==> src/cpmd_regs.vh <==
`ifndef CPMD_REGS_VH
`define CPMD_REGS_VH
// Register byte offsets
`define CPMD_OFF_CTRL 8'h00
`define CPMD_OFF_ADV 8'h04
`define CPMD_OFF_GBE 8'h08
`define CPMD_OFF_EXT 8'h0c
`define CPMD_OFF_MODES 8'h10
`define CPMD_OFF_PINS 8'h14
// Control register fields
`define CPMD_CTRL_RESET 15
`define CPMD_CTRL_SPD0 13
`define CPMD_CTRL_ANEN 12
`define CPMD_CTRL_DUP 8
`define CPMD_CTRL_SPD1 6
// Advertisement and extended fields
`define CPMD_ADV_PAUSE 10
`define CPMD_EXT_MACOFF 3
`define CPMD_EXT_PROF_LO 11
// Reset values
`define CPMD_CTRL_RST 16'h1140
`define CPMD_ADV_RST 16'h01e1
`define CPMD_GBE_RST 16'h0300
// Profile codes
`define CPMD_P_10HD 5'h00
`define CPMD_P_10FD 5'h01
`define CPMD_P_100HD 5'h02
`define CPMD_P_100FD 5'h03
`define CPMD_P_100AN 5'h04
`define CPMD_P_ALL 5'h07
`define CPMD_P_ALLSL 5'h09
`define CPMD_P_ALLMS 5'h0a
// Bus answers
`define CPMD_RESP_OK 2'b00
`define CPMD_RESP_ERR 2'b10
`endif

==> src/cpmd_decode.v <==
`include "cpmd_regs.vh"
module cpmd_decode (
  // Captured pin level codes
  input wire [1:0] code0,
  input wire [1:0] code1,
  input wire [1:0] code2,
  input wire [1:0] code3,
  // Decoded strap values
  output reg [2:0] addr,
  output reg pause,
  output reg mac_off,
  output reg [4:0] profile
);
  // Pin codes to address, pause, clock and profile
  always @* begin
    addr = {code1[0], code0};
    pause = code1[1];
    mac_off = code3[1];
    profile = `CPMD_P_10HD;
    if (!code3[0]) begin
      profile = {3'h0, code2};
    end else begin
      case (code2)
        2'h0: profile = `CPMD_P_ALL;
        2'h1: profile = `CPMD_P_100AN;
        2'h2: profile = `CPMD_P_ALLSL;
        default: profile = `CPMD_P_ALLMS;
      endcase
    end
  end
endmodule

==> src/cpmd_top.v <==
// The AXI4-Lite interface to the registers and the placing of the registers were left to the implementer.
`include "cpmd_regs.vh"
module cpmd_top (
  // Clock and reset
  input wire mclk,
  input wire rst,
  // Configuration pin level codes from the pin detectors
  input wire [1:0] pin_level_code0,
  input wire [1:0] pin_level_code1,
  input wire [1:0] pin_level_code2,
  input wire [1:0] pin_level_code3,
  // AXI4-Lite write address
  input wire [7:0] s_axi_awaddr,
  input wire s_axi_awvalid,
  output reg s_axi_awready,
  // AXI4-Lite write data
  input wire [31:0] s_axi_wdata,
  input wire [3:0] s_axi_wstrb,
  input wire s_axi_wvalid,
  output reg s_axi_wready,
  // AXI4-Lite write response
  output reg [1:0] s_axi_bresp,
  output reg s_axi_bvalid,
  input wire s_axi_bready,
  // AXI4-Lite read address
  input wire [7:0] s_axi_araddr,
  input wire s_axi_arvalid,
  output reg s_axi_arready,
  // AXI4-Lite read data
  output reg [31:0] s_axi_rdata,
  output reg [1:0] s_axi_rresp,
  output reg s_axi_rvalid,
  input wire s_axi_rready,
  // Configuration seen by the rest of the device
  output reg [4:0] phy_address_field,
  output reg mac_clock_off_bit,
  output reg soft_reset_pulse
);

  ////////////////////////////////////////////////////////////////////////////
  // Pin synchronisers
  reg [7:0] pin_meta;
  reg [7:0] pin_sync;
  always @(posedge mclk) begin
    pin_meta <= {pin_level_code3, pin_level_code2, pin_level_code1, pin_level_code0};
    pin_sync <= pin_meta;
  end

  // Decoder of the synchronised codes
  wire [2:0] dec_addr;
  wire dec_pause;
  wire dec_mac_off;
  wire [4:0] dec_profile;
  cpmd_decode u_dec (
    .code0(pin_sync[1:0]),
    .code1(pin_sync[3:2]),
    .code2(pin_sync[5:4]),
    .code3(pin_sync[7:6]),
    .addr(dec_addr),
    .pause(dec_pause),
    .mac_off(dec_mac_off),
    .profile(dec_profile)
  );

  ////////////////////////////////////////////////////////////////////////////
  // Registers
  reg [15:0] ctrl;
  reg [15:0] adv;
  reg [15:0] gbe;
  reg [4:0] profile;
  reg [1:0] rel_cnt;
  reg [7:0] pins_latched;
  reg apply;

  // Bus write handshake state
  reg [7:0] aw_addr;
  reg aw_have;
  reg [31:0] w_data;
  reg [3:0] w_strb;
  reg w_have;
  wire do_write = aw_have && w_have && !s_axi_bvalid;
  wire wr_lo = w_strb[0];
  wire wr_hi = w_strb[1];
  wire [15:0] wmask = {{8{wr_hi}}, {8{wr_lo}}};
  wire wr_ctrl = do_write && (aw_addr == `CPMD_OFF_CTRL);
  wire wr_adv = do_write && (aw_addr == `CPMD_OFF_ADV);
  wire wr_gbe = do_write && (aw_addr == `CPMD_OFF_GBE);
  wire wr_ext = do_write && (aw_addr == `CPMD_OFF_EXT);
  wire wr_modes = do_write && (aw_addr == `CPMD_OFF_MODES);
  wire wr_known = wr_ctrl | wr_adv | wr_gbe | wr_ext | wr_modes
    | (do_write && (aw_addr == `CPMD_OFF_PINS));

  // Profile-derived values of the impacted bits
  reg [15:0] d_ctrl;
  reg [15:0] d_adv;
  reg [15:0] d_gbe;
  always @* begin
    d_ctrl = ctrl;
    d_adv = adv;
    d_gbe = gbe;
    d_gbe[9:8] = 2'b00;
    case (profile)
      `CPMD_P_10HD: {d_ctrl[13], d_ctrl[12], d_ctrl[8], d_ctrl[6]} = 4'h0;
      `CPMD_P_10FD: {d_ctrl[13], d_ctrl[12], d_ctrl[8], d_ctrl[6]} = 4'h2;
      `CPMD_P_100HD: {d_ctrl[13], d_ctrl[12], d_ctrl[8], d_ctrl[6]} = 4'h8;
      `CPMD_P_100FD: {d_ctrl[13], d_ctrl[12], d_ctrl[8], d_ctrl[6]} = 4'ha;
      `CPMD_P_100AN: begin
        {d_ctrl[13], d_ctrl[12], d_ctrl[8], d_ctrl[6]} = 4'hc;
        d_adv[8:5] = 4'h4;
      end
      `CPMD_P_ALL, `CPMD_P_ALLSL, `CPMD_P_ALLMS: begin
        {d_ctrl[13], d_ctrl[12], d_ctrl[6]} = 3'h3;
        d_adv[8:5] = 4'hf;
        d_gbe[12:8] = (profile == `CPMD_P_ALL) ? 5'h03 :
          ((profile == `CPMD_P_ALLSL) ? 5'h13 : 5'h1f);
      end
      default: begin
        d_gbe = gbe;
      end
    endcase
  end

  // Strap capture after release, then derived bits; software writes after
  always @(posedge mclk) begin
    if (rst) begin
      ctrl <= `CPMD_CTRL_RST;
      adv <= `CPMD_ADV_RST;
      gbe <= `CPMD_GBE_RST;
      profile <= `CPMD_P_10HD;
      phy_address_field <= 5'h00;
      mac_clock_off_bit <= 1'b0;
      pins_latched <= 8'h00;
      rel_cnt <= 2'h0;
      apply <= 1'b0;
      soft_reset_pulse <= 1'b0;
    end else begin
      soft_reset_pulse <= 1'b0;
      apply <= 1'b0;
      if (rel_cnt != 2'h3) begin
        rel_cnt <= rel_cnt + 2'h1;
      end
      if (rel_cnt == 2'h2) begin
        // Pins have passed both synchroniser stages
        pins_latched <= pin_sync;
        phy_address_field <= {2'b00, dec_addr};
        adv[`CPMD_ADV_PAUSE] <= dec_pause;
        mac_clock_off_bit <= dec_mac_off;
        profile <= dec_profile;
        apply <= 1'b1;
      end else if (apply) begin
        ctrl <= d_ctrl;
        adv <= d_adv;
        gbe <= d_gbe;
      end else begin
        if (wr_ctrl) begin
          // Soft reset self-clears and keeps all values
          ctrl <= (w_data[15:0] & wmask & 16'h7fff) | (ctrl & ~wmask);
          soft_reset_pulse <= wr_hi && w_data[`CPMD_CTRL_RESET];
        end
        if (wr_adv) begin
          adv <= (w_data[15:0] & wmask) | (adv & ~wmask);
        end
        if (wr_gbe) begin
          gbe <= (w_data[15:0] & wmask) | (gbe & ~wmask);
        end
        if (wr_ext) begin
          // Profile write stores only; derived bits untouched
          if (wr_hi) begin
            profile <= w_data[15:11];
          end
          if (wr_lo) begin
            mac_clock_off_bit <= w_data[`CPMD_EXT_MACOFF];
          end
        end
        if (wr_modes && wr_lo) begin
          phy_address_field <= w_data[4:0];
        end
      end
    end
  end

  ////////////////////////////////////////////////////////////////////////////
  // AXI4-Lite write channel
  always @(posedge mclk) begin
    if (rst) begin
      aw_have <= 1'b0;
      w_have <= 1'b0;
      aw_addr <= 8'h00;
      w_data <= 32'h00000000;
      w_strb <= 4'h0;
      s_axi_awready <= 1'b0;
      s_axi_wready <= 1'b0;
      s_axi_bvalid <= 1'b0;
      s_axi_bresp <= `CPMD_RESP_OK;
    end else begin
      s_axi_awready <= 1'b0;
      s_axi_wready <= 1'b0;
      if (s_axi_awvalid && !aw_have && !s_axi_awready) begin
        s_axi_awready <= 1'b1;
        aw_have <= 1'b1;
        aw_addr <= {s_axi_awaddr[7:2], 2'b00};
      end
      if (s_axi_wvalid && !w_have && !s_axi_wready) begin
        s_axi_wready <= 1'b1;
        w_have <= 1'b1;
        w_data <= s_axi_wdata;
        w_strb <= s_axi_wstrb;
      end
      if (do_write) begin
        aw_have <= 1'b0;
        w_have <= 1'b0;
        s_axi_bvalid <= 1'b1;
        s_axi_bresp <= wr_known ? `CPMD_RESP_OK : `CPMD_RESP_ERR;
      end else if (s_axi_bvalid && s_axi_bready) begin
        s_axi_bvalid <= 1'b0;
      end
    end
  end

  ////////////////////////////////////////////////////////////////////////////
  // AXI4-Lite read channel
  wire [7:0] ra = {s_axi_araddr[7:2], 2'b00};
  always @(posedge mclk) begin
    if (rst) begin
      s_axi_arready <= 1'b0;
      s_axi_rvalid <= 1'b0;
      s_axi_rdata <= 32'h00000000;
      s_axi_rresp <= `CPMD_RESP_OK;
    end else begin
      s_axi_arready <= 1'b0;
      if (s_axi_arvalid && !s_axi_rvalid && !s_axi_arready) begin
        s_axi_arready <= 1'b1;
        s_axi_rvalid <= 1'b1;
        s_axi_rresp <= `CPMD_RESP_OK;
        case (ra)
          `CPMD_OFF_CTRL: s_axi_rdata <= {16'h0000, ctrl};
          `CPMD_OFF_ADV: s_axi_rdata <= {16'h0000, adv};
          `CPMD_OFF_GBE: s_axi_rdata <= {16'h0000, gbe};
          `CPMD_OFF_EXT: s_axi_rdata <= {16'h0000, profile, 7'h00, mac_clock_off_bit, 3'h0};
          `CPMD_OFF_MODES: s_axi_rdata <= {27'h0000000, phy_address_field};
          `CPMD_OFF_PINS: s_axi_rdata <= {24'h000000, pins_latched};
          default: begin
            s_axi_rdata <= 32'h00000000;
            s_axi_rresp <= `CPMD_RESP_ERR;
          end
        endcase
      end else if (s_axi_rvalid && s_axi_rready) begin
        s_axi_rvalid <= 1'b0;
      end
    end
  end
endmodule

==> config.mk <==
export PLATFORM = sky130hd
export DESIGN_NAME = cpmd_top
export DESIGN_NICKNAME = d
export VERILOG_FILES = /design/src/cpmd_decode.v /design/src/cpmd_top.v
export VERILOG_INCLUDE_DIRS = /design/src
export SDC_FILE = /design/constraint.sdc
export NUM_CORES = 1
export LEC_CHECK = 0
export ABC_AREA = 0
export BUFFER_PORTS_ARGS = -buffer_cell sky130_fd_sc_hd__buf_4
export CAP_MARGIN = 25
export CORE_MARGIN = 4
export CORE_UTILIZATION = 35
export CTS_BUF_LIST = sky130_fd_sc_hd__clkbuf_4 sky130_fd_sc_hd__clkbuf_8
export DETAILED_ROUTE_END_ITERATION = 10
export PLACE_DENSITY = 0.53
export SYNTH_ARGS = -nofsm -noshare
export SYNTH_HDL_FRONTEND = slang
export SYNTH_SLANG_ARGS = --single-unit
==> constraint.sdc <==
create_clock -name mclk -period 4.05 [get_ports mclk]
set_input_delay 0 -clock mclk [delete_from_list [all_inputs] [get_ports mclk]]
set_output_delay 0 -clock mclk [all_outputs]
set_load 0.01 [all_outputs]
== Word level (Yosys, flattened, before mapping) ==
Cells that the tools add are included.
W data, S select, Z words.
Word-level totals
  flip-flop bits (word level): 154
  memory bits (read-only): 0
  memories: 0
  bits in latches: 0
  bits in writable memories: 0
  output and inout bits: 48
Cells by class
  shifts and indexed selects: 0
  div/mod/pow operators: 0
  bitwise operators: 16
  reductions and logical operators: 63
  order comparisons: 0
  add/sub/neg operators: 1
  multiplexer cells: 38
  eq/ne operators: 28
  multipliers: 0
Operator list (count)
  $pmux W16 S6: 1
  $and A16 B16 Y16: 4
  $or A16 B16 Y16: 2
  $mux W5: 6
  $reduce_and A3 Y1: 10
  $mux W14: 2
  $mux W13: 2
  $eq A6 B2 Y1 const B: 4
  $eq A6 B3 Y1 const B: 4
  $mux W11: 2
  $reduce_bool A2 Y1: 10
  $logic_and A1 B1 Y1: 18
  $logic_not A8 Y1: 2
  $not A16 Y16: 1
  $or A15 B16 Y16: 1
  $mux W1: 13
  $eq A6 B1 Y1 const B: 2
  $pmux W4 S3: 1
  $eq A5 B2 Y1 const B: 2
  $eq A5 B3 Y1 const B: 2
  $eq A5 B4 Y1 const B: 2
  $pmux W5 S2: 1
  $reduce_or A2 Y1: 5
  $mux W3: 3
  26 further kinds: 46

== Logic depth before layout (Yosys ltp) ==
  depth in word-level cells: 9
  depth in mapped cells: 7
  mapped depth without buffers: 7

== Cells and area by module ==
A second synthesis with hierarchy kept.
Unflattened totals
  cells, all modules: 662
  area, all modules: 6144.6 um^2
By module, submodules not included
  cpmd_top: seq. area each 2722.6 um^2, instances 1, cells an instance 643, area an instance 5997.0 um^2
  cpmd_decode: seq. area each 0.0 um^2, instances 1, cells an instance 19, area an instance 147.6 um^2

== Worst setup path after synthesis ==
Ideal clock, no wire load.
  kind: register to register
  from: reg rel_cnt[0]
  to: reg (tool-made name)
  required time: 3.930 ns
  arrival: 1.570 ns
  period minus slack after synthesis: 1.689 ns
  path slack: 2.361 ns
  stages on the path, launching flop included: 6
  cell sequence: dfxtp_1 > inv_1 > ha_1 > nor3_4 > nand4_2 > a211o_1
RTL lines
  start: declaration: RTL line cpmd_top.v:71  | reg [1:0] rel_cnt;
  start signal: assignment: RTL line cpmd_top.v:140  | rel_cnt <= rel_cnt + 2'h1;

==> metrics.md <==
| Metric | Value |
|---|---|
| Outcome | `complete, no violations` |
| Die W | `roughly 140 um` |
| Final routed DRC violation total | `0` |
| DRC marker count from the first detailed-route iteration | `approximately 270` |
| Critical path's top delay family | `simple AND/OR/NAND/NOR gates` |
| Total routing usage reported by global routing | `0.1627` |
| Initial core utilization | `0.3611` |
| Period minus WS final | `between 2000 and 2500 ps` |
| Cell Chain, Critical Path | `inv_1, ha_1, buf_4, nor3_4, nand4_2, a211o_1` |
| Post-CTS clock slew at the launch and capture registers of the worst setup and hold paths | `around 80 ps` |
| Setup WS pre-CTS | `roughly 1800 ps` |
| Vias in the first global route | `4728` |
| Arrival time at the worst endpoint | `approximately 2600 ps` |
| Top cells by area, synth | `sky130_fd_sc_hd__dfxtp_1 45%, sky130_fd_sc_hd__mux2i_1 13%, sky130_fd_sc_hd__nor2_1 5.1%` |
| Max_cap viols | `0` |
| Post-Synthesis Mean Instance Area | `9.730 um^2` |
| Residual antenna-violating net count after detailed routing | `0` |
| Fraction of post-synthesis cell area in the top cell type by area | `0.4499` |
| Main synth FF type | `sky130_fd_sc_hd__dfxtp_1` |
| CTS Root Buffer Type | `sky130_fd_sc_hd__clkbuf_8` |
| Final worst path period share | `0.5544` |
| Total of cells resized after clock tree synthesis | `0` |
| Max-slew violation count | `0` |
| Share of final-layout standard cells stronger than drive strength 1 | `0.2011` |
| Average wire per standard cell | `16.72 um` |
| First-pass GRT wire length | `25140 um` |
| Maximum vdd ir drop | `roughly 230 uV` |
| Distinct cell type count of the synthesized netlist | `73` |
| Synthesis Warnings | `0` |
| Vias | `approximately 4800` |
| Share of the yosys chip area belonging to registers | `0.4499` |
| Antenna violations before repair | `0` |
| Pin count of the biggest net entering global routing | `between 70 and 80` |
| Number of flops mapped to enable cells by yosys | `0` |
| Grt total ovfl | `0` |
| Ports | `~120` |
| Worst min path class | `primary input to register` |
| Final weighted congestion in routability-driven placement | `~0.83` |
| Routed WL | `15900 um` |
| Buffer levels on the longest clock path | `2` |
| Synthesis-stage register bit count | `approximately 140` |
| Most frequent cell after synthesis | `sky130_fd_sc_hd__dfxtp_1` |
| Std-Cell Rows | `47` |
| Clock network latency to the later pin of the worst-skew pair | `450 ps` |
| Non-filler instance count after layout | `around 950` |
| Design area | `7467 um^2` |
| Clk sinks | `around 140` |
| Leakage Power | `around 3.2 nW` |
| Die Footprint | `approximately 20000 um^2` |
| Pre-antenna DRT Iters | `5` |
| Gate count after technology mapping | `around 620` |
| Average via count per standard cell | `5.037` |
| Final worst clock skew | `12.76 ps` |
| Setup fix buffers added after clock tree synthesis | `0` |
| Finish-stage setup viols | `0` |
| Number of I/O port buffers | `74` |
| Pin slew with the least headroom to its limit | `979.6 ps` |
| Largest fanout on the critical path | `21` |
| Height of the chip | `between 100 and 150 um` |
| Power Density | `around 410 nW/um^2` |
| RSZ-0062 raised after global routing | `no` |
| Final layout net count | `between 700 and 800` |
| Kind of capture point of the worst setup path | `register` |
| Placed inst area | `~6700 um^2` |
| H-tree levels | `4` |
| Hold-fix buffer count after cts | `39` |
| Cell accounting for the most synthesized area | `sky130_fd_sc_hd__dfxtp_1` |
| Share of async-settable or async-resettable flops after synthesis | `0` |
| Crit path buf inv count | `2` |
| Cell Count Post-Placement | `between 800 and 900` |
| DP HPWL | `around 11000 um` |
| Relative slew slack | `0.3456` |
| Fmax | `roughly 0.45 GHz` |
| Growth of design area from synthesis to finish | `23.38%` |
| CP max stage delay | `430 ps` |
| Cell with the biggest individual delay on the critical path | `sky130_fd_sc_hd__nand4_2` |
| Slack of the critical path | `roughly 1800 ps` |
| Leading cell types by count after synthesis | `136 x sky130_fd_sc_hd__dfxtp_1, 83 x sky130_fd_sc_hd__nor2_1, 80 x sky130_fd_sc_hd__mux2i_1` |
| ANT cells | `0` |
| Hold Vio Cnt, Final | `0` |
| Total power draw | `3.088 mW` |
| Fin Setup TNS | `0 ps` |
| FILL cells | `1627` |
| Worst setup path class | `register to register` |
| TritonCTS clock tree | `done` |
| Clock buffers created by TritonCTS | `17` |
| Cell area after synthesis | `between 6000 and 7000 um^2` |
| Crit path required time | `~4400 ps` |
| Area inside the core boundary | `roughly 17000 um^2` |
| Worst setup SP type | `register` |
## metal layers
| layer | up-vias | global-route usage | wire, um |
|---|---|---|---|
| met3 | 10 | 0.04391 | 784 |
| met2 | 115 | 0.2527 | 7220 |
| met4 | 0 | 0.04325 | 140 |
| li1 | 2363 | - | - |
| met1 | 2302 | 0.2244 | 7749 |
| met5 | - | 0 | 0 |
## power by group
part / internal [mW] / total, mW / switching [mW]
clock: 0.618 / 1.15 / 0.527
combinational: 0.208 / 0.441 / 0.233
sequential: 1.41 / 1.50 / 0.0933
## worst paths after layout
check	startpoint	end	slack [ps]	cells past startpoint
worst max register to register	rel_cnt[0]$_SDFFE_PP0P_	register	1800	6
worst min register to register	pin_meta[4]$_DFF_P_	pin_sync[4]$_DFF_P_	330	0
worst min-delay path	s_axi_araddr[5]	s_axi_rdata[15]$_SDFFE_PP0P_	30	3
worst max-delay path	rel_cnt[0]$_SDFFE_PP0P_	register	1800	6
## kinds of logic (layout without fill, tap and decap cells)
group | Yosys count | after routing | share of synthesized area
fa+ha+maj | 5 | 5 | 0.01034
compound gates | 116 | 116 | 0.1292
other cells | 1 | 18 | 0.0006196
buf+inv | 66 | 158 | 0.05809
flops | 136 | 136 | 0.4499
mux | 90 | 90 | 0.1608
simple gates | 206 | 206 | 0.1869
xor+xnor | 2 | 2 | 0.004136
## per-stage QoR
stage | hold WS [ps] | util
3_3_place_gp | 104.8 | 0.3975
5_1_grt | 16.08 | 0.4455
4_1_cts | 0.01676 | 0.4449
3_5_place_dp | 105.6 | 0.3978
6_report | 30.37 | 0.4455
2_1_floorplan | 27.72 | -
## cell usage in the layout, fill, tap and decap left out, drive strengths merged, types with 3 or more instances in the layout
master       count
a22oi            7
a211oi          11
clkbuf          19
nand2b           5
nor2            84
a31oi            3
dfxtp          136
clkinv           4
nand3            7
nor2b            9
a22o             4
inv             12
ha               5
a211o            3
and2             3
bufinv           3
nand4            3
o21ai           26
mux2i           80
nor3             9
nand4b           3
a221oi           4
a21oi           35
nand2           58
nor3b            5
a32o             5
buf             79
conb            18
dlygate4sd3     39
mux4             5
mux2             5
a311oi           4
## worst reg2reg max path, stage by stage (launching register included)
cell                      delay (ps)
sky130_fd_sc_hd__dfxtp_1         380
sky130_fd_sc_hd__inv_1            60
sky130_fd_sc_hd__ha_1            200
sky130_fd_sc_hd__buf_4           250
sky130_fd_sc_hd__nor3_4          390
sky130_fd_sc_hd__nand4_2         430
sky130_fd_sc_hd__a211o_1         420
## layout make-up
| type | instances | area, um^2 | area share |
|---|---|---|---|
| multi-input cells | 437 | 3048 | 0.4082 |
| well taps | 220 | 275.3 | 0.03686 |
| clock buffers | 19 | 249.0 | 0.03334 |
| clock inverters | 11 | 150.1 | 0.02011 |
| inverters | 10 | 37.54 | 0.005027 |
| repair buffers | 118 | 984.7 | 0.1319 |
| flip-flops and latches | 136 | 2723 | 0.3646 |
(Power assumes the default switching activity.)
